File: src/hw/cbm_pkg.sv
package cbm_pkg;

	// Clock and time base
	localparam int CLK_PERIOD_NS      = 40;
	localparam int SEC_NS             = 1_000_000_000;
	localparam int SEC_CYCLES         = SEC_NS / CLK_PERIOD_NS;
	localparam int UNITS_PER_NEXT     = 60;
	localparam int SETTLE_STEP_NS     = 96_000;
	localparam int SETTLE_STEP_CYCLES = (SETTLE_STEP_NS + CLK_PERIOD_NS - 1) / CLK_PERIOD_NS;

	// Balancing mode field encodings
	localparam logic [2:0] MODE_OFF     = 3'h0;
	localparam logic [2:0] MODE_EMERG   = 3'h1;
	localparam logic [2:0] MODE_MAN_SEC = 3'h2;
	localparam logic [2:0] MODE_MAN_MIN = 3'h3;
	localparam logic [2:0] MODE_AI_SEC  = 3'h4;
	localparam logic [2:0] MODE_AI_MIN  = 3'h5;
	localparam logic [2:0] MODE_AG_SEC  = 3'h6;
	localparam logic [2:0] MODE_AG_MIN  = 3'h7;

	// Balance state codes
	localparam logic [1:0] BST_IDLE  = 2'h0;
	localparam logic [1:0] BST_RUN   = 2'h1;
	localparam logic [1:0] BST_DONE  = 2'h2;
	localparam logic [1:0] BST_FAULT = 2'h3;

	// Timer unit codes
	localparam logic [1:0] UNIT_NONE = 2'h0;
	localparam logic [1:0] UNIT_SEC  = 2'h1;
	localparam logic [1:0] UNIT_MIN  = 2'h2;
	localparam logic [1:0] UNIT_HOUR = 2'h3;

	localparam logic [9:0] EXP_DISABLE  = 10'h3ff;
	localparam logic [9:0] EXP_RESET    = 10'h000;
	localparam logic [1:0] UV_EXIT_ALL  = 2'h3;
	localparam logic [7:0] DLY_RESET    = 8'h00;
	localparam logic [7:0] SETTLE_RESET = 8'h00;

	typedef enum logic [2:0] {ST_OFF, ST_CHECK, ST_RUN, ST_DONE, ST_FAULT} cbm_state_t;

	typedef struct packed {
		logic [1:0] balance_state;
		logic [9:0] balance_elapsed_timer;
		logic [1:0] alive_counter;
		logic [1:0] timer_unit_indicator;
	} cbm_status_t;

	typedef struct packed {
		logic aux_over_summary;
		logic aux_under_summary;
	} cbm_status_one_t;

	typedef struct packed {
		logic write_reject_flag;
		logic health_check_fail_flag;
	} cbm_status_two_t;

endpackage

File: src/hw/cbm_balance_ctrl.sv
// Overview of operation
// - Mode 1xx is automatic, 01x manual, 001 emergency discharge.
// - Writing the mode starts balancing; mode persists until rewritten, exits leave it unchanged.
// - Alive counter, unit clear only on mode change or disable; state, timer on any mode write.
// - Alive counter advances once per second while balancing runs.
// - A hardware health check runs before switching; failure sets its flag.
// - Timer expiry, thermal fault or undervoltage end balancing; mode stays.
// - Blocked writes after start are discarded and set the write reject flag.
// - Auto modes reject restart, mask, all expiries, UV threshold, delay control.
// - Manual rejects only expiry one; emergency rejects expiry one and delay control.
// - Restart refreshes the watchdog only in manual balancing; otherwise no action.
// - With use-minimum-cell set, UV threshold writes are rejected during scans.
// - Any non-disable mode write zeroes the timer and relaunches the mode.
// - Manual switch on when enabled, timer within expiry one, not suspended.
// - Manual timer advances in real time regardless of enables or suspension.
// - Manual expiry one of all ones disables the watchdog timeout.
// - Manual mode ignores the UV exit threshold; measurements run concurrently.
// - Restart after manual expiry does nothing; host must rewrite the mode.
// - Suspend option turns switches off during measurement, manual modes only.
// - Settling delay 0 to 24.48 ms in 96 us steps from acquisition enable.
// - Cell delay is upper byte, diagnostic lower; mux select under suspend picks which.
// - Settle delay writes rejected during measurement or auto balancing.
// - ADC and comparator aux summaries are ORed into status-one bits.
// - Auto individual drives even and odd switches in alternate phases.
// - Normal auto completion gives state 10; faults stop switching with 11.
// - Expiry fields are ten bits; unit follows the selected mode.
`timescale 1ns/1ns
module cbm_balance_ctrl
	import cbm_pkg::*;
#(
	parameter int NUM_CELLS = 14,
	parameter int VOLT_W    = 14,
	parameter int SEC_CYC   = SEC_CYCLES
) (
	input  wire logic                              core_clk,
	input  wire logic                              rst_b,
	input  wire logic                              mode_wr,
	input  wire logic [2:0]                        mode_wdata,
	input  wire logic                              swctrl_wr,
	input  wire logic                              restart_wdata,
	input  wire logic [NUM_CELLS-1:0]              mask_wdata,
	input  wire logic                              exp_wr,
	input  wire logic [3:0]                        exp_idx,
	input  wire logic [9:0]                        exp_wdata,
	input  wire logic                              uvthr_wr,
	input  wire logic [VOLT_W-1:0]                 uvthr_wdata,
	input  wire logic                              min_cell_wdata,
	input  wire logic                              dlyctrl_wr,
	input  wire logic [7:0]                        dlyctrl_wdata,
	input  wire logic                              settle_wr,
	input  wire logic [15:0]                       settle_wdata,
	input  wire logic [1:0]                        measure_exit_enable,
	input  wire logic                              measure_suspend_switches,
	input  wire logic                              alternate_mux_select,
	input  wire logic                              meas_in_progress,
	input  wire logic                              scan_in_progress,
	input  wire logic                              acq_enable,
	input  wire logic                              thermal_fault,
	input  wire logic                              hw_check_fail,
	input  wire logic [NUM_CELLS-1:0][VOLT_W-1:0]  cell_voltage,
	input  wire logic                              adc_aux_ov,
	input  wire logic                              comp_aux_ov,
	input  wire logic                              adc_aux_uv,
	input  wire logic                              comp_aux_uv,
	input  wire logic                              reject_clr,
	input  wire logic                              health_clr,
	output logic [NUM_CELLS-1:0]                   balance_switch,
	output logic [2:0]                             balance_mode_select,
	output logic                                   even_phase,
	output logic                                   odd_phase,
	output logic [7:0]                             delay_control,
	output logic                                   settle_done,
	output cbm_status_t                            status,
	output cbm_status_one_t                        status_word_one,
	output cbm_status_two_t                        status_word_two
);

	localparam int STEP_W = $clog2(SETTLE_STEP_CYCLES);

	if (NUM_CELLS < 2 || NUM_CELLS > 15 || VOLT_W < 1) begin : g_chk
		$error("cbm_balance_ctrl: NUM_CELLS must be 2..15 and VOLT_W positive");
	end

	////////////////////////////////////////////////////////////////////////
	// Mode decode

	function automatic logic is_auto(input logic [2:0] m);
		return m[2];
	endfunction

	function automatic logic is_manual(input logic [2:0] m);
		return m[2:1] == 2'b01;
	endfunction

	function automatic logic is_emerg(input logic [2:0] m);
		return m == MODE_EMERG;
	endfunction

	function automatic logic [1:0] unit_of(input logic [2:0] m);
		if (m == MODE_OFF)
			return UNIT_NONE;
		else if (m == MODE_EMERG)
			return UNIT_HOUR;
		else
			return m[0] ? UNIT_MIN : UNIT_SEC;
	endfunction

	cbm_state_t                         st;
	logic [2:0]                         mode;
	logic [9:0]                         timer;
	logic [1:0]                         alive;
	logic [1:0]                         unit;
	logic [NUM_CELLS-1:0]               mask;
	logic [9:0]                         exp_q [NUM_CELLS];
	logic [VOLT_W-1:0]                  uv_exit_threshold;
	logic                               use_min_cell_threshold;
	logic [7:0]                         cell_settle_delay;
	logic [7:0]                         diag_settle_delay;
	logic                               reject_flag;
	logic                               health_flag;
	logic                               phase;
	logic                               sec_tick;
	logic                               min_tick;
	logic                               hour_tick;
	logic                               unit_tick;
	logic                               restart_ok;
	logic                               mode_change;
	logic                               rej_sw;
	logic                               rej_exp;
	logic                               rej_uv;
	logic                               rej_dly;
	logic                               rej_settle;
	logic                               exit_done;
	logic [NUM_CELLS-1:0]               next_switch;
	logic [STEP_W-1:0]                  step_cnt;
	logic [7:0]                         steps_left;
	logic                               settle_busy;

	cbm_tick_gen #(
		.SEC_CYC (SEC_CYC)
	) u_tick (
		.core_clk  (core_clk),
		.rst_b     (rst_b),
		.restart   (mode_wr),
		.sec_tick  (sec_tick),
		.min_tick  (min_tick),
		.hour_tick (hour_tick)
	);

	always_comb begin
		unique case (unit)
			UNIT_SEC:  unit_tick = sec_tick;
			UNIT_MIN:  unit_tick = min_tick;
			UNIT_HOUR: unit_tick = hour_tick;
			UNIT_NONE: unit_tick = 1'b0;
		endcase
	end

	////////////////////////////////////////////////////////////////////////
	// Write acceptance

	// blocked while an auto mode is selected
	// expiry one blocked in all modes but disable; delay control also in emergency
	// threshold taken from a scan in flight
	// settle delay frozen during measurement or auto
	assign rej_sw     = swctrl_wr && is_auto(mode);
	assign rej_exp    = exp_wr && mode != MODE_OFF && (exp_idx == 4'h1 || is_auto(mode));
	assign rej_uv     = uvthr_wr && (is_auto(mode) || (use_min_cell_threshold && scan_in_progress));
	assign rej_dly    = dlyctrl_wr && (is_auto(mode) || is_emerg(mode));
	assign rej_settle = settle_wr && (meas_in_progress || is_auto(mode));

	// Setting wins over a clear in the same cycle
	always_ff @(posedge core_clk) begin
		if (!rst_b)
			reject_flag <= 1'b0;
		else if (rej_sw || rej_exp || rej_uv || rej_dly || rej_settle)
			reject_flag <= 1'b1;
		else if (reject_clr)
			reject_flag <= 1'b0;
	end

	always_ff @(posedge core_clk) begin
		if (!rst_b) begin
			mask                   <= '0;
			uv_exit_threshold      <= '0;
			use_min_cell_threshold <= 1'b0;
			delay_control          <= DLY_RESET;
			cell_settle_delay      <= SETTLE_RESET;
			diag_settle_delay      <= SETTLE_RESET;
		end else begin
			if (swctrl_wr && !rej_sw)
				mask <= mask_wdata;
			if (uvthr_wr && !rej_uv) begin
				uv_exit_threshold      <= uvthr_wdata;
				use_min_cell_threshold <= min_cell_wdata;
			end
			if (dlyctrl_wr && !rej_dly)
				delay_control <= dlyctrl_wdata;
			// upper byte cell, lower byte diagnostic
			if (settle_wr && !rej_settle) begin
				cell_settle_delay <= settle_wdata[15:8];
				diag_settle_delay <= settle_wdata[7:0];
			end
		end
	end

	// Expiry index is one-based; out-of-range indexes are dropped, silently except in auto modes, where every expiry write is flagged
	always_ff @(posedge core_clk) begin
		for (int i = 0; i < NUM_CELLS; i++) begin
			if (!rst_b)
				exp_q[i] <= EXP_RESET;
			else if (exp_wr && !rej_exp && exp_idx == 4'(i + 1))
				exp_q[i] <= exp_wdata;
		end
	end

	////////////////////////////////////////////////////////////////////////
	// Sequencing

	// mode write starts; never changed by an exit
	always_ff @(posedge core_clk) begin
		if (!rst_b)
			mode <= MODE_OFF;
		else if (mode_wr)
			mode <= mode_wdata;
	end

	// all-ones expiry one never times out in manual
	always_comb begin
		logic tmr_all;
		logic uv_all;
		tmr_all = 1'b1;
		uv_all  = measure_exit_enable == UV_EXIT_ALL;
		for (int i = 0; i < NUM_CELLS; i++) begin
			if (mask[i] && timer <= exp_q[i])
				tmr_all = 1'b0;
			if (mask[i] && cell_voltage[i] >= uv_exit_threshold)
				uv_all = 1'b0;
		end
		if (is_manual(mode))
			exit_done = exp_q[0] != EXP_DISABLE && timer > exp_q[0];
		else if (is_emerg(mode))
			exit_done = timer > exp_q[0];
		else if (mode[1])
			exit_done = timer > exp_q[0] || uv_all;
		else
			exit_done = tmr_all || uv_all;
	end

	// any non-disable write relaunches through the health check
	always_ff @(posedge core_clk) begin
		if (!rst_b)
			st <= ST_OFF;
		else if (mode_wr)
			st <= (mode_wdata == MODE_OFF) ? ST_OFF : ST_CHECK;
		else begin
			unique case (st)
				ST_OFF, ST_DONE, ST_FAULT: st <= st;
				ST_CHECK: st <= hw_check_fail ? ST_FAULT : ST_RUN;
				ST_RUN: begin
					if (thermal_fault)
						st <= ST_FAULT;
					else if (exit_done)
						st <= ST_DONE;
				end
			endcase
		end
	end

	// sticky failure flag, set wins over clear
	always_ff @(posedge core_clk) begin
		if (!rst_b)
			health_flag <= 1'b0;
		else if (st == ST_CHECK && hw_check_fail && !mode_wr)
			health_flag <= 1'b1;
		else if (health_clr)
			health_flag <= 1'b0;
	end

	// restart acts only in manual run
	// once expired the run state is left, so restart is void
	assign restart_ok  = swctrl_wr && restart_wdata && is_manual(mode) && st == ST_RUN;
	assign mode_change = mode_wr && (mode_wdata != mode || mode_wdata == MODE_OFF);

	// one step per unit while running, whatever the switches do
	always_ff @(posedge core_clk) begin
		if (!rst_b)
			timer <= '0;
		else if (mode_wr || restart_ok)
			timer <= '0;
		else if (st == ST_RUN && unit_tick && timer != EXP_DISABLE)
			timer <= timer + 10'h001;
	end

	// alive counter and unit survive a same-mode rewrite
	// 1 Hz alive count with roll-over
	always_ff @(posedge core_clk) begin
		if (!rst_b) begin
			alive <= '0;
			unit  <= UNIT_NONE;
		end else if (mode_change) begin
			alive <= '0;
			unit  <= unit_of(mode_wdata);
		end else if (st == ST_RUN && sec_tick) begin
			alive <= alive + 2'h1;
		end
	end

	// Phase flips each second; both halves change on one edge, never overlap
	always_ff @(posedge core_clk) begin
		if (!rst_b || mode_wr)
			phase <= 1'b0;
		else if (st == ST_RUN && sec_tick)
			phase <= ~phase;
	end

	////////////////////////////////////////////////////////////////////////
	// Switch drive

	always_comb begin
		logic [9:0] lim;
		logic       ph_ok;
		logic       uv_ok;
		lim         = '0;
		ph_ok       = 1'b0;
		uv_ok       = 1'b0;
		next_switch = '0;
		for (int i = 0; i < NUM_CELLS; i++) begin
			lim   = mode[1] ? exp_q[0] : exp_q[i];
			// Index 0 is cell 1, an odd cell
			ph_ok = (i % 2 == 1) ? ~phase : phase;
			uv_ok = measure_exit_enable != UV_EXIT_ALL || cell_voltage[i] >= uv_exit_threshold;
			if (is_manual(mode))
				next_switch[i] = mask[i] && (timer <= exp_q[0] || exp_q[0] == EXP_DISABLE)
					&& !(measure_suspend_switches && meas_in_progress);
			else if (is_emerg(mode))
				next_switch[i] = timer <= exp_q[0] && ph_ok;
			else
				next_switch[i] = mask[i] && timer <= lim && ph_ok && uv_ok;
		end
		if (st != ST_RUN || thermal_fault || mode_wr || exit_done)
			next_switch = '0;
	end

	// switches registered on the core clock
	always_ff @(posedge core_clk) begin
		if (!rst_b)
			balance_switch <= '0;
		else
			balance_switch <= next_switch;
	end

	////////////////////////////////////////////////////////////////////////
	// Settling delay

	// whole 96 us steps counted from acquisition enable
	// mux select picks diagnostic delay under suspension
	always_ff @(posedge core_clk) begin
		if (!rst_b) begin
			settle_busy <= 1'b0;
			settle_done <= 1'b0;
			step_cnt    <= '0;
			steps_left  <= '0;
		end else begin
			settle_done <= 1'b0;
			if (acq_enable) begin
				settle_busy <= 1'b1;
				step_cnt    <= '0;
				steps_left  <= (measure_suspend_switches && alternate_mux_select) ?
					diag_settle_delay : cell_settle_delay;
			end else if (settle_busy) begin
				if (steps_left == 8'h00) begin
					settle_busy <= 1'b0;
					settle_done <= 1'b1;
				end else if (step_cnt == STEP_W'(SETTLE_STEP_CYCLES - 1)) begin
					step_cnt   <= '0;
					steps_left <= steps_left - 8'h01;
				end else begin
					step_cnt <= step_cnt + STEP_W'(1);
				end
			end
		end
	end

	////////////////////////////////////////////////////////////////////////
	// Status

	// summary bits for alert path and check byte
	always_ff @(posedge core_clk) begin
		if (!rst_b)
			status_word_one <= '0;
		else begin
			status_word_one.aux_over_summary  <= adc_aux_ov || comp_aux_ov;
			status_word_one.aux_under_summary <= adc_aux_uv || comp_aux_uv;
		end
	end

	always_comb begin
		unique case (st)
			ST_OFF:           status.balance_state = BST_IDLE;
			ST_CHECK, ST_RUN: status.balance_state = BST_RUN;
			ST_DONE:          status.balance_state = BST_DONE;
			ST_FAULT:         status.balance_state = BST_FAULT;
		endcase
		status.balance_elapsed_timer = timer;
		status.alive_counter         = alive;
		status.timer_unit_indicator  = unit;
	end

	assign status_word_two.write_reject_flag      = reject_flag;
	assign status_word_two.health_check_fail_flag = health_flag;
	assign balance_mode_select                    = mode;
	assign even_phase = (st == ST_RUN) && !is_manual(mode) && !phase;
	assign odd_phase  = (st == ST_RUN) && !is_manual(mode) && phase;
endmodule

File: src/hw/cbm_tick_gen.sv
`timescale 1ns/1ns
module cbm_tick_gen
	import cbm_pkg::*;
#(
	parameter int SEC_CYC = SEC_CYCLES
) (
	input  wire logic core_clk,
	input  wire logic rst_b,
	input  wire logic restart,
	output logic      sec_tick,
	output logic      min_tick,
	output logic      hour_tick
);

	localparam int CW = $clog2(SEC_CYC);

	logic [CW-1:0] cyc_cnt;
	logic [5:0]    sec_cnt;
	logic [5:0]    min_cnt;

	if (SEC_CYC < 2) begin : g_chk
		$error("cbm_tick_gen: SEC_CYC must be at least 2");
	end

	// Restart realigns the base so the first unit after a launch is whole
	always_ff @(posedge core_clk) begin
		if (!rst_b || restart) begin
			cyc_cnt  <= '0;
			sec_cnt  <= '0;
			min_cnt  <= '0;
			sec_tick <= 1'b0;
			min_tick <= 1'b0;
			hour_tick <= 1'b0;
		end else begin
			sec_tick  <= 1'b0;
			min_tick  <= 1'b0;
			hour_tick <= 1'b0;
			if (cyc_cnt == CW'(SEC_CYC - 1)) begin
				cyc_cnt  <= '0;
				sec_tick <= 1'b1;
				if (sec_cnt == 6'(UNITS_PER_NEXT - 1)) begin
					sec_cnt  <= '0;
					min_tick <= 1'b1;
					if (min_cnt == 6'(UNITS_PER_NEXT - 1)) begin
						min_cnt   <= '0;
						hour_tick <= 1'b1;
					end else begin
						min_cnt <= min_cnt + 6'h01;
					end
				end else begin
					sec_cnt <= sec_cnt + 6'h01;
				end
			end else begin
				cyc_cnt <= cyc_cnt + CW'(1);
			end
		end
	end

endmodule

File: config.mk
export PLATFORM = sky130hd
export DESIGN_NAME = cbm_balance_ctrl
export DESIGN_NICKNAME = d
export VERILOG_FILES = /design/src/hw/cbm_pkg.sv /design/src/hw/cbm_balance_ctrl.sv /design/src/hw/cbm_tick_gen.sv
export SDC_FILE = /design/constraint.sdc
export NUM_CORES = 1
export LEC_CHECK = 0
export ABC_AREA = 1
export ABC_CLOCK_PERIOD_IN_PS = 2900
export BUFFER_PORTS_ARGS = -buffer_cell sky130_fd_sc_hd__buf_2
export CAP_MARGIN = 20
export CORE_ASPECT_RATIO = 1.5
export CORE_UTILIZATION = 40
export DETAILED_ROUTE_END_ITERATION = 6
export PLACE_DENSITY = 0.6
export SLEW_MARGIN = 10
export SYNTH_ARGS = -nofsm -noshare
export SYNTH_HDL_FRONTEND = slang
export SYNTH_HIERARCHICAL = 1
export SYNTH_SLANG_ARGS = --single-unit
File: constraint.sdc
create_clock -name core_clk -period 2.9 [get_ports core_clk]
set_clock_uncertainty 0.1 [all_clocks]
set_input_delay 0.58 -clock core_clk [delete_from_list [all_inputs] [get_ports core_clk]]
set_output_delay 0.58 -clock core_clk [all_outputs]
set_load 0.02 [all_outputs]
==> summary.md <==
| Metric | Value |
|---|---|
| GRT overflow | 0 |
| Layout area overhead | 23.6% |
| Synthesized area per cell | 7.35 sq um |
| R2r setup slk | 0.15 ns |
| Asr flop ratio synth | 0 |
| Die Span X | 205 um |
| Sequential share of the synthesized area | 0.294 |
| Yosys warns | 6 |
| Worst hold path endpoint | health_flag |
| First drt pass iteration count | 6 |
| Pins Over Slew Limit | 0 |
| Initial antenna violation count | 27 |
| Worst flop-to-flop path endpoint | balance_switch[4] |
| Final Routed Wirelength | 85.6 mm |
| Max-capacitance violation count | 0 |
| Yosys cell types | 55 |
| I/O Buffers | 337 |
| Root Buffer | clkbuf_16 |
| WL/cell | 18.2 um |
| Worst-skew pair later-pin latency | 0.61 ns |
| CTS tree | done |
| CP endpoint kind | flip-flop |
| Outcome | finished, final reports clean |
| Critical Path Fanout Max | 18 |
| WP data required | 3.29 ns |
| Max Freq | 364 MHz |
| Time the worst path needs with I/O delays and setup | 2.75 ns |
| Post-route ant nets | 0 |
| Synth Flop Type | dfxtp_1 |
| Post-synth top cells | nand2_1 (734), ha_1 (473), inv_1 (453), nor2_1 (447), a21oi_1 (352) |
| Clock transition at path regs | 0.07 ns |
| PD cells | 384 mW/mm^2 |
| VDD IR max | 0.416 mV |
| CTS Buf Count | 31 |
| Filler cells | 6,132 |
| Vias after detailed routing | 24,300 |
| Critical Path Start | timer[9] |
| Final core occ | 0.501 |
| Cell Rows | 111 |
| IO Pins | 338 |
| Register Area | 0.00731 sq mm |
| Hold Path Stages | 2 |
| Area of the multi-input gates | 0.0158 sq mm |
| Synth Instances | 3,378 |
| # setup viols final | 0 |
| Placed Cells | 4,615 |
| Crit path arrival time | 3.14 ns |
| Hold Violations, Final | 0 |
| CP startpoint kind | flip-flop |
| Hold WC Path Type | primary input to flip-flop |
| Final HPWL DP | 66.1 mm |
| Mapped Area | 0.0248 sq mm |
| Slew @ Worst Pin | 0.993 ns |
| Most frequent cell after synthesis | nand2_1 |
| CORE AREA | 0.0612 sq mm |
| Die area | 0.0631 sq mm |
| Reg2reg path depth | 18 |
| Via density per instance | 5.17 |
| Worst setup path class | flip-flop to flip-flop |
| Post-synth EDFFs | 140 |
| Slew margin rel. | 0.337 |
| Leading area contributor after synthesis | ha_1 |
| Largest net degree at the start of global routing | 64 |
| Clk sinks | 294 |
| Nets@finish | 4,628 |
| Period utilization | 0.948 |
| Yosys reg bits | 294 |
| Reg2reg start | timer[9] |
| Synth top area cells | ha_1 (24%), edfxtp_1 (17%), dfxtp_1 (12%) |
| GPL Wtd Cong | 0.919 |
| Hold WS | 0.0673 ns |
| Share of cells above drive strength 1 | 0.176 |
| Min-delay src | health_clr |
| Final TNS setup | 0 ns |
| CTS max path bufs | 3 |
| Number of DRC markers in iteration 0 | 1,325 |
| Leak pwr | 15.3 nW |
| DIE HEIGHT | 307 um |
| H-tree depth | 1 |
| Final non-filler cell total | 4,692 |
| Total GRT Usage | 0.268 |
| Vias in the first global route | 23,200 |
| Post-synth top area share | 0.238 |
| Residual DRC | 0 |
| First-pass GRT wire length | 129 mm |
| Cts hold-fix bufs | 0 |
| Starting Density | 0.405 |
| Syn_nets | 4,141 |
[worst max-delay path, cell delays in order, from the launching register on]
cell and delay (ns):
dfxtp_2 0.34, buf_12 0.15, ha_1 0.32, nand2_1 0.09
nor2_2 0.15, nand3_1 0.09, nand3_1 0.08, nand2_1 0.17
nand2_1 0.10, nand2_1 0.08, nor2_2 0.16, nand4_1 0.11
nand2_1 0.10, nand2_1 0.07, nand2_2 0.08, nand2_4 0.08
buf_12 0.15, nand3_4 0.10, nor2_1 0.06
[power by group]
group	switching (mW)	internal [mW]	leakage (nW)
registers	0.125	4.52	2.69
logic	1.70	1.15	12.1
clock network	1.83	2.46	0.540
[area by class of cell]
type	instances	area share
Sequential cell	294	0.238
Antenna cell	11	0.000897
Clock buffer	41	0.0295
Tap cell	791	0.0323
Timing Repair Buffer	523	0.123
Inverter	461	0.0569
Multi-Input combinational cell	2554	0.514
Clock inverter	17	0.00583
[routing by layer]
layer  vias up  track usage  share of wire
li1      12300            -              -
met1     11100        0.305           0.39
met2       688        0.490           0.50
met3       205       0.0459          0.062
met4        28        0.105          0.042
met5         -            0         0.0021
[kinds of logic after synthesis]
logic type               Yosys count  synth area share
AND/OR/NAND/NOR                 1480             0.252
AO/OA/AOI/OAI                    577             0.126
adder cells (fa/ha/maj)          473             0.238
flip-flops                       294             0.294
XOR/XNOR                          23           0.00812
buffers and inverters            531            0.0817
[repair_timing]
action,CTS,global route
setup buffers,0,3
pin swaps,0,17
gates cloned,1,5
setup endpoints to repair,6,18
gates resized for setup,5,70
[stage by stage]
| stage | power, mW | setup WS [ns] | cell area (sq um) |
|---|---|---|---|
| floorplan | 6.34 | 0.0233 | 24800 |
| global placement | 7.40 | -0.105 | 29100 |
| detailed placement | 7.44 | -0.105 | 29100 |
| CTS | 11.8 | 0.00824 | 30200 |
| global route | 12.4 | -0.00629 | 30700 |
| finish | 11.8 | 0.149 | 30700 |
[state kept, by name, summed over array words and instances, names as in the netlist, 2 cells and up]
signal	count
step_cnt	12
st	3
u_tick/min_cnt	6
balance_switch	14
u_tick/cyc_cnt	25
steps_left	8
unit	2
delay_control	8
status_word_one	2
alive	2
balance_mode_select	3
u_tick/sec_cnt	6
mask	14
uv_exit_threshold	14
exp_q	140
diag_settle_delay	8
cell_settle_delay	8
timer	10
[cells in the final DEF, fill, tap and decap left out, types with 7 or more instances in the layout]
cell type  Yosys  final
a21o_1        11     11
a21oi_1      352    344
a21oi_2        5     13
and2_1         7      7
buf_12         0     45
buf_2          6    336
buf_4          2    135
clkbuf_16      0     36
clkbuf_8       0      7
clkinv_2       0     10
dfxtp_1      154    144
dfxtp_2        0      7
diode_2        0     11
edfxtp_1     140    140
ha_1         473    471
inv_1        453    451
nand2_1      734    720
nand2_2        3     15
nand3_1      136    128
nand3_2        2      9
nand4_1       46     46
nor2_1       447    439
nor2_2         6     13
nor3_1        43     40
nor3_2         6      8
nor3b_1       15     12
nor4_1        10      7
o2111ai_1     14     14
o211ai_1       8      8
o21ai_0      134    132
o21bai_1      20     20
xnor2_1        7      7
xor2_1        16     16
[worst max-delay path by stage]
stage	cells past startpoint	slack (ns)	endpoint
6_report	18	0.15	balance_switch[4]
3_5_place_dp	20	-0.10	balance_switch[3]
5_1_grt	19	-0.006	st[0]
2_1_floorplan	18	0.02	balance_switch[9]
4_1_cts	21	0.008	balance_switch[3]
3_3_place_gp	22	-0.10	st[1]
(Power assumes the default switching activity.)
